[src/pkg/qbp_defs.svh]
// Constants for the quasi-bidirectional port block: reset values, bit positions, timing.
// Assumes inclusion by bare name from the package and design files.
`ifndef QBP_DEFS_SVH
`define QBP_DEFS_SVH
`define QBP_LATCH_RESET     8'hFF
`define QBP_P1_T2_IO        0
`define QBP_P1_T2_TRIG      1
`define QBP_P1_SER1_RX      2
`define QBP_P1_SER1_TX      3
`define QBP_P1_IRQ2         4
`define QBP_P1_IRQ3         5
`define QBP_P1_IRQ4         6
`define QBP_P1_IRQ5         7
`define QBP_P3_SER0_RX      0
`define QBP_P3_SER0_TX      1
`define QBP_P3_IRQ0         2
`define QBP_P3_IRQ1         3
`define QBP_P3_TMR0         4
`define QBP_P3_TMR1         5
`define QBP_P3_WR_STROBE    6
`define QBP_P3_RD_STROBE    7
`define QBP_BOOST_NS        16
`define QBP_CLK_PERIOD_NS   8
`define QBP_BOOST_CYCLES    ((`QBP_BOOST_NS + `QBP_CLK_PERIOD_NS - 1) / `QBP_CLK_PERIOD_NS)
`endif

[src/pkg/qbp_pkg.sv]
// Types shared by the quasi-bidirectional port block.
// Assumes the constants header is on the include path.
package qbp_pkg;
  `include "qbp_defs.svh"
  typedef logic [7:0] qbp_byte_t;
  typedef enum logic [1:0] {
    QBP_LOAD_SIX    = 2'b01,
    QBP_LOAD_TWELVE = 2'b10
  } qbp_load_t;
endpackage

[src/rtl/qbp_pin_cell.sv]
// One port of eight quasi-bidirectional pin cells with input synchronisers.
// Assumes a single clock; pad resolution lives outside with a weak pull-up.
`timescale 1ns/10ps
`include "qbp_defs.svh"
module qbp_pin_cell
  import qbp_pkg::*;
(
  input  wire logic      clk_in,
  input  wire logic      rst_in,
  input  wire logic      ce_in,
  input  wire qbp_byte_t latch_in,
  input  wire qbp_byte_t pin_in,
  output qbp_byte_t      pull_down_out,
  output qbp_byte_t      boost_out,
  output qbp_byte_t      level_out
);
  localparam int BW = 4;
  localparam logic [BW-1:0] BOOST_CNT = BW'(`QBP_BOOST_CYCLES);

  genvar i;
  generate
    for (i = 0; i < 8; i++) begin : g_bit
      logic          prev_q;
      logic [BW-1:0] cnt_q;
      logic [2:0]    sync_q;
      logic          lvl_q;

      // Strong pull-down follows a zero latch and stays until a one lands
      always_ff @(posedge clk_in or posedge rst_in) begin
        if (rst_in) begin
          pull_down_out[i] <= 1'b0;
          prev_q           <= 1'b1;
        end else if (ce_in) begin
          pull_down_out[i] <= ~latch_in[i];
          prev_q           <= latch_in[i];
        end
      end

      // Brief strong high drive on a rising latch, then weak pull-up only
      always_ff @(posedge clk_in or posedge rst_in) begin
        if (rst_in) begin
          cnt_q        <= '0;
          boost_out[i] <= 1'b0;
        end else if (ce_in) begin
          if (latch_in[i] && !prev_q) begin
            cnt_q        <= BOOST_CNT - 4'h1;
            boost_out[i] <= 1'b1;
          end else if (cnt_q != '0) begin
            cnt_q        <= cnt_q - 4'h1;
          end else begin
            boost_out[i] <= 1'b0;
          end
          if (!latch_in[i]) begin
            boost_out[i] <= 1'b0;
            cnt_q        <= '0;
          end
        end
      end

      // Three-stage sync; a level only counts when stages two and three agree
      always_ff @(posedge clk_in or posedge rst_in) begin
        if (rst_in) begin
          sync_q <= 3'h7;
          lvl_q  <= 1'b1;
        end else if (ce_in) begin
          sync_q <= {sync_q[1:0], pin_in[i]};
          if (sync_q[1] == sync_q[2]) begin
            lvl_q <= sync_q[2];
          end
        end
      end
      assign level_out[i] = lvl_q;
    end
  endgenerate
endmodule

[src/rtl/qbp_port_top.sv]
// Port one, two and three pin logic with alternate-function muxing.
// Assumes core peripherals drive the alt outputs and pads add weak pull-ups.
`timescale 1ns/10ps
`include "qbp_defs.svh"
module qbp_port_top
  import qbp_pkg::*;
(
  input  wire logic      clk_in,
  input  wire logic      rst_in,
  input  wire logic      ce_in,
  // Software latch writes
  input  wire logic      p1_wr_in,
  input  wire logic      p2_wr_in,
  input  wire logic      p3_wr_in,
  input  wire qbp_byte_t wr_data_in,
  // Pads
  input  wire qbp_byte_t p1_pin_in,
  input  wire qbp_byte_t p2_pin_in,
  input  wire qbp_byte_t p3_pin_in,
  output qbp_byte_t      p1_pd_out,
  output qbp_byte_t      p2_pd_out,
  output qbp_byte_t      p3_pd_out,
  output qbp_byte_t      p1_oe_out,
  output qbp_byte_t      p2_oe_out,
  output qbp_byte_t      p3_oe_out,
  output qbp_byte_t      p1_read_out,
  output qbp_byte_t      p2_read_out,
  output qbp_byte_t      p3_read_out,
  output qbp_byte_t      p1_latch_out,
  output qbp_byte_t      p2_latch_out,
  output qbp_byte_t      p3_latch_out,
  // External bus
  input  wire logic      ext_bus_active_in,
  input  wire qbp_byte_t addr_high_in,
  // Alternate outputs from peripherals
  input  wire logic      timer2_ext_io_drive_in,
  input  wire logic      serial1_transmit_in,
  input  wire logic      serial0_transmit_in,
  input  wire logic      wr_strobe_n_in,
  input  wire logic      rd_strobe_n_in,
  input  wire logic      strobe_active_in,
  // Alternate inputs to peripherals
  output logic           timer2_ext_io_out,
  output logic           timer2_capture_reload_trigger_out,
  output logic           serial1_receive_pin_out,
  output logic           ext_irq_two_rising_out,
  output logic           ext_irq_three_falling_out,
  output logic           ext_irq_four_rising_out,
  output logic           ext_irq_five_falling_out,
  output logic           serial0_receive_pin_out,
  output logic           ext_irq_zero_out,
  output logic           ext_irq_one_out,
  output logic           timer_zero_ext_input_out,
  output logic           timer_one_ext_input_out,
  // Memory select and timekeeping load
  input  wire logic      program_memory_select_in,
  output logic           fetch_external_out,
  input  wire logic      load_sel_wr_in,
  input  wire logic      load_sel_data_in,
  output qbp_load_t      crystal_load_out
);
  qbp_byte_t p1_q, p2_q, p3_q;
  qbp_byte_t p1_pd, p2_pd, p3_pd;
  qbp_byte_t p1_bst, p2_bst, p3_bst;
  qbp_byte_t p1_lvl, p2_lvl, p3_lvl;
  qbp_byte_t p1_eff, p2_eff, p3_eff;
  qbp_byte_t p1_prev_q;
  logic [2:0] ms_sync_q;

  // Port latches start high so pins idle on the weak pull-up
  always_ff @(posedge clk_in or posedge rst_in) begin
    if (rst_in) begin
      p1_q <= `QBP_LATCH_RESET;
      p2_q <= `QBP_LATCH_RESET;
      p3_q <= `QBP_LATCH_RESET;
    end else if (ce_in) begin
      if (p1_wr_in) begin
        p1_q <= wr_data_in;
      end
      if (p2_wr_in) begin
        p2_q <= wr_data_in;
      end
      if (p3_wr_in) begin
        p3_q <= wr_data_in;
      end
    end
  end

  // Alternate outputs on ports one and three are ANDed with the latch so a zero latch still wins; on port two the address byte replaces the latch
  always_comb begin
    p1_eff = p1_q;
    p1_eff[`QBP_P1_T2_IO]   = p1_q[`QBP_P1_T2_IO] & timer2_ext_io_drive_in;
    p1_eff[`QBP_P1_SER1_TX] = p1_q[`QBP_P1_SER1_TX] & serial1_transmit_in;
    p2_eff = ext_bus_active_in ? addr_high_in : p2_q;
    p3_eff = p3_q;
    p3_eff[`QBP_P3_SER0_TX] = p3_q[`QBP_P3_SER0_TX] & serial0_transmit_in;
    p3_eff[`QBP_P3_WR_STROBE] = p3_q[`QBP_P3_WR_STROBE]
                              & (strobe_active_in ? wr_strobe_n_in : 1'b1);
    p3_eff[`QBP_P3_RD_STROBE] = p3_q[`QBP_P3_RD_STROBE]
                              & (strobe_active_in ? rd_strobe_n_in : 1'b1);
  end

  qbp_pin_cell u_p1 (
    .clk_in        (clk_in),
    .rst_in        (rst_in),
    .ce_in         (ce_in),
    .latch_in      (p1_eff),
    .pin_in        (p1_pin_in),
    .pull_down_out (p1_pd),
    .boost_out     (p1_bst),
    .level_out     (p1_lvl)
  );
  qbp_pin_cell u_p2 (
    .clk_in        (clk_in),
    .rst_in        (rst_in),
    .ce_in         (ce_in),
    .latch_in      (p2_eff),
    .pin_in        (p2_pin_in),
    .pull_down_out (p2_pd),
    .boost_out     (p2_bst),
    .level_out     (p2_lvl)
  );
  qbp_pin_cell u_p3 (
    .clk_in        (clk_in),
    .rst_in        (rst_in),
    .ce_in         (ce_in),
    .latch_in      (p3_eff),
    .pin_in        (p3_pin_in),
    .pull_down_out (p3_pd),
    .boost_out     (p3_bst),
    .level_out     (p3_lvl)
  );

  // Register pad controls so every output leaves a flip-flop
  always_ff @(posedge clk_in or posedge rst_in) begin
    if (rst_in) begin
      p1_pd_out    <= 8'h00;
      p2_pd_out    <= 8'h00;
      p3_pd_out    <= 8'h00;
      p1_oe_out    <= 8'h00;
      p2_oe_out    <= 8'h00;
      p3_oe_out    <= 8'h00;
      p1_read_out  <= 8'hFF;
      p2_read_out  <= 8'hFF;
      p3_read_out  <= 8'hFF;
      p1_latch_out <= 8'hFF;
      p2_latch_out <= 8'hFF;
      p3_latch_out <= 8'hFF;
    end else if (ce_in) begin
      p1_pd_out    <= p1_pd;
      p2_pd_out    <= p2_pd;
      p3_pd_out    <= p3_pd;
      p1_oe_out    <= p1_pd | p1_bst;
      p2_oe_out    <= p2_pd | p2_bst;
      p3_oe_out    <= p3_pd | p3_bst;
      p1_read_out  <= p1_lvl;
      p2_read_out  <= p2_lvl;
      p3_read_out  <= p3_lvl;
      p1_latch_out <= p1_q;
      p2_latch_out <= p2_q;
      p3_latch_out <= p3_q;
    end
  end

  // Alternate inputs; edge-type interrupts flag for one cycle on their edge
  always_ff @(posedge clk_in or posedge rst_in) begin
    if (rst_in) begin
      p1_prev_q                         <= 8'hFF;
      timer2_ext_io_out                 <= 1'b1;
      timer2_capture_reload_trigger_out <= 1'b1;
      serial1_receive_pin_out           <= 1'b1;
      ext_irq_two_rising_out            <= 1'b0;
      ext_irq_three_falling_out         <= 1'b0;
      ext_irq_four_rising_out           <= 1'b0;
      ext_irq_five_falling_out          <= 1'b0;
      serial0_receive_pin_out           <= 1'b1;
      ext_irq_zero_out                  <= 1'b1;
      ext_irq_one_out                   <= 1'b1;
      timer_zero_ext_input_out          <= 1'b1;
      timer_one_ext_input_out           <= 1'b1;
    end else if (ce_in) begin
      p1_prev_q                         <= p1_lvl;
      timer2_ext_io_out                 <= p1_lvl[`QBP_P1_T2_IO];
      timer2_capture_reload_trigger_out <= p1_lvl[`QBP_P1_T2_TRIG];
      serial1_receive_pin_out           <= p1_lvl[`QBP_P1_SER1_RX];
      ext_irq_two_rising_out    <= p1_lvl[`QBP_P1_IRQ2] & ~p1_prev_q[`QBP_P1_IRQ2];
      ext_irq_three_falling_out <= ~p1_lvl[`QBP_P1_IRQ3] & p1_prev_q[`QBP_P1_IRQ3];
      ext_irq_four_rising_out   <= p1_lvl[`QBP_P1_IRQ4] & ~p1_prev_q[`QBP_P1_IRQ4];
      ext_irq_five_falling_out  <= ~p1_lvl[`QBP_P1_IRQ5] & p1_prev_q[`QBP_P1_IRQ5];
      serial0_receive_pin_out           <= p3_lvl[`QBP_P3_SER0_RX];
      ext_irq_zero_out                  <= p3_lvl[`QBP_P3_IRQ0];
      ext_irq_one_out                   <= p3_lvl[`QBP_P3_IRQ1];
      timer_zero_ext_input_out          <= p3_lvl[`QBP_P3_TMR0];
      timer_one_ext_input_out           <= p3_lvl[`QBP_P3_TMR1];
    end
  end

  // Strap is board-tied; synchronised anyway since it is an async pin
  always_ff @(posedge clk_in or posedge rst_in) begin
    if (rst_in) begin
      ms_sync_q          <= 3'h0;
      fetch_external_out <= 1'b1;
    end else if (ce_in) begin
      ms_sync_q <= {ms_sync_q[1:0], program_memory_select_in};
      if (ms_sync_q[1] == ms_sync_q[2]) begin
        fetch_external_out <= ~ms_sync_q[2];
      end
    end
  end

  // Crystal load selection, six picofarad by default
  always_ff @(posedge clk_in or posedge rst_in) begin
    if (rst_in) begin
      crystal_load_out <= QBP_LOAD_SIX;
    end else if (ce_in && load_sel_wr_in) begin
      crystal_load_out <= load_sel_data_in ? QBP_LOAD_TWELVE : QBP_LOAD_SIX;
    end
  end
endmodule
[config.mk]
export PLATFORM = sky130hd
export DESIGN_NAME = qbp_port_top
export DESIGN_NICKNAME = d
export VERILOG_FILES = /design/src/pkg/qbp_pkg.sv /design/src/rtl/qbp_pin_cell.sv /design/src/rtl/qbp_port_top.sv
export VERILOG_INCLUDE_DIRS = /design/src /design/src/pkg
export SDC_FILE = /design/constraint.sdc
export NUM_CORES = 1
export LEC_CHECK = 0
export ABC_CLOCK_PERIOD_IN_PS = 12620
export BUFFER_PORTS_ARGS = -buffer_cell sky130_fd_sc_hd__buf_4
export CORE_MARGIN = 5
export CORE_UTILIZATION = 40
export CTS_BUF_LIST = sky130_fd_sc_hd__clkbuf_4 sky130_fd_sc_hd__clkbuf_8 sky130_fd_sc_hd__clkbuf_16
export CTS_CLUSTER_SIZE = 30
export DETAILED_ROUTE_END_ITERATION = 12
export SLEW_MARGIN = 20
export SYNTH_ARGS = -nofsm -noshare
export SYNTH_HDL_FRONTEND = slang
export SYNTH_SLANG_ARGS = --single-unit
[constraint.sdc]
create_clock -name clk_in -period 12.62 [get_ports clk_in]
set_input_delay 0.631 -clock clk_in [delete_from_list [all_inputs] [get_ports clk_in]]
set_output_delay 0.631 -clock clk_in [all_outputs]
set_load 0.01 [all_outputs]
==> run summary <==
Status: completed
Drt drc: 0
Clk sinks: 383
Routed WL: 36.81 mm
Via count: 11874
Root buffer cell: clkbuf_16
Slew headroom: 0.3380
CTS Buf Count: 43
Clk slew on worst S/H paths: 0.06 ns
Layout Cells excl Fill: 2261
DP HPWL: 24.21 mm
Final count of hold timing violations: 0
WHS: 0.2110 ns
Sequential cell area fraction in the yosys report: 0.5638
Remaining antenna violation count: 0
Crit share post-route: 0.2527
Setup violations, final: 0
Max cap viols: 0
Cells resized by post-CTS repair: 0
Most frequent cells in the layout: 200 x dfrtp_1, 183 x dfstp_2, 174 x buf_4, 157 x mux2_2, 152 x o21ai_0
DRT iter0 DRCs: 762
Initial Util: 0.4041
Pwr dens: 196.6 nW/um^2
Synth area leaders: dfrtp_1 29%, dfstp_2 28%, mux2_2 10%, o21ai_0 4.4%, ha_1 3.5%
Top Metal Used: met5
CP Capture Type: flop
GRT overflow: 0
Reg2Reg Setup Slack: 10.82 ns
CTS Hold Bufs: 0
Final #Nets: 1746
F_max: 0.3136 GHz
RD Place Congestion: 0.7689
Transition time of the tightest slew-check pin: 0.9930 ns
Most common cell after layout, fill and taps aside: dfrtp_1
Yosys top cell area share: 0.2875
I/O Buffers: 166
M1 WL: 17.27 mm
Bufs on Longest Clock Path: 3
Top FF cell, synth: dfrtp_1
# diodes: 0
Critical Path RT: 13.11 ns
Via density: 5.252
Worst Hold Class: in -> async
Mean Syn Cell Area: 11.59 sq um
Core area: 43080 sq um
Gate power share: 0.223
PnR worst setup slack: 9.431 ns
Wire per inst: 16.28 microns
Die span in y: 218.6 microns
Post-synth EDFFs: 0
Leak pwr: 8.812 nW
CP endpoint: u_p3.g_bit[0].cnt_q[2]
Final min period: 3.189 ns
Worst reg-to-reg path cell count: 5
H-tree Lvls: 2
DIE WIDTH: 218.6 microns
DR pass1 iterations: 4
Maximum net fanout on the critical path: 115
Area Growth Syn to Fin: 18.29%
Largest net degree at the start of global routing: 145
P_int: 2.881 mW
WS Path Type: in -> reg
Reg power frac: 0.447
Worst setup path startpoint: ce_in
Synth Register Bits: 383
Ports: 167
Worst R2R Start: u_p2.g_bit[4].cnt_q[0]
First-pass GRT wire length: 61.12 mm
Row count: 76
Synth Warn #: 0
Routed met3 length: 2.033 mm
Post-synth cell types: 50
Postcts setup bufs: 0
Met2 wire length: 16.52 mm
Crit path DAT: 3.68 ns
Share of async-settable or async-resettable flops after synthesis: 1.000
CTS tree: yes
Clock latency on the worst-skew pair: 0.56 ns
P_sw: 1.166 mW
Area leader, netlist: dfrtp_1
Skew final: 0.01626 ns
Netlist Area Pre-Place: 17410 sq um
Post-synth net total: 1606
DIE AREA: 47790 sq um
Slew Viols, Final: 0
Placed Instances: 2182
Cells after Synth: 1502
Setup TNS: 0 ns
Maximum vdd drop: 0.1028 mV
Endpoint of the worst register-to-register path: u_p2.boost_out[4]
Dpl ws: 8.847 ns
GRT Util Overall: 0.1541
Initial antenna violation count: 1
Clk pwr share: 0.329
Vias in the first global route: 11830
Finished Core Util: 0.4780
Unrepaired setup endpoints after global routing: false
Sw Ratio: 0.2881
Crit start category: input pin
Share of post-route cells with drive strength above 1: 0.3699
[sequential cells by signal, indices dropped and copies added (netlist names), 24 cells and up]
name               cells
u_p1.g_bit.cnt_q      32
u_p2.g_bit.cnt_q      32
u_p3.g_bit.cnt_q      32
u_p1.g_bit.sync_q     24
u_p2.g_bit.sync_q     24
u_p3.g_bit.sync_q     24
[through the flow]
stage / instance area (sq um) / power (mW)
CTS: 20580 / 4.109
global placement: 19040 / 2.705
floorplan: 17410 / 2.405
finish: 20590 / 4.047
global route: 20590 / 4.304
detailed placement: 19040 / 2.742
[layout make-up]
class                      count  area, sq um
fill                        3915        22490
multi-input combinational    937         6782
tap                          585        732.0
inverter                     102        397.9
clock inverter                16        226.5
sequential                   383         9813
timing repair buffer         175         1321
clock buffer                  63         1318
[critical path, cell delays in order]
cell	delay, ns
buf_8	0.45
buf_4	0.83
buf_4	0.86
nand3_1	0.27
nor4b_1	0.33
a21o_1	0.12
[cells by family after synthesis]
kind of cell             after synthesis  share of synthesized area
AO/OA/AOI/OAI                        428                     0.1586
adder cells (fa/ha/maj)               48                    0.03451
buffers and inverters                182                    0.04658
flip-flops                           383                     0.5638
multiplexers                         167                     0.1075
AND/OR/NAND/NOR                      294                    0.08899
[metal layers]
layer	up-vias	track usage
li1	5692	-
met1	5890	0.2161
met5	-	0
met2	223	0.2347
met4	2	0.05045
met3	67	0.03962
[power by group through the flow]
stage	clock network (mW)	registers, mW	logic [mW]
global placement	0	1.82	0.884
CTS	1.38	1.81	0.917
global route	1.43	1.85	1.02
finish	1.33	1.81	0.903
detailed placement	0	1.83	0.915
floorplan	0	1.80	0.606
[worst min path at each step]
| stage | start | end | cells after the start |
|---|---|---|---|
| 2_1_floorplan | ms_sync_q[1] | fetch_external_out | 1 |
| 3_3_place_gp | ms_sync_q[1] | fetch_external_out | 1 |
| 3_5_place_dp | ms_sync_q[1] | fetch_external_out | 1 |
| 4_1_cts | load_sel_data_in | crystal_load_out[0] | 2 |
| 5_1_grt | load_sel_data_in | crystal_load_out[0] | 2 |
| 6_report | rst_in | crystal_load_out[1] | 2 |
[Yosys cell counts, drive strengths merged, types with 22 or more instances]
library cell / instances
mux2: 157
clkbuf: 30
a2bb2oi: 22
ha: 48
a22o: 24
a21oi: 73
o31ai: 29
nand2: 82
inv: 102
nor2: 64
o2bb2ai: 42
nor3b: 28
a31oi: 23
buf: 50
o21ai: 152
nor3: 23
dfrtp: 200
dfstp: 183
No activity file was read; power rests on OpenSTA's default activity.
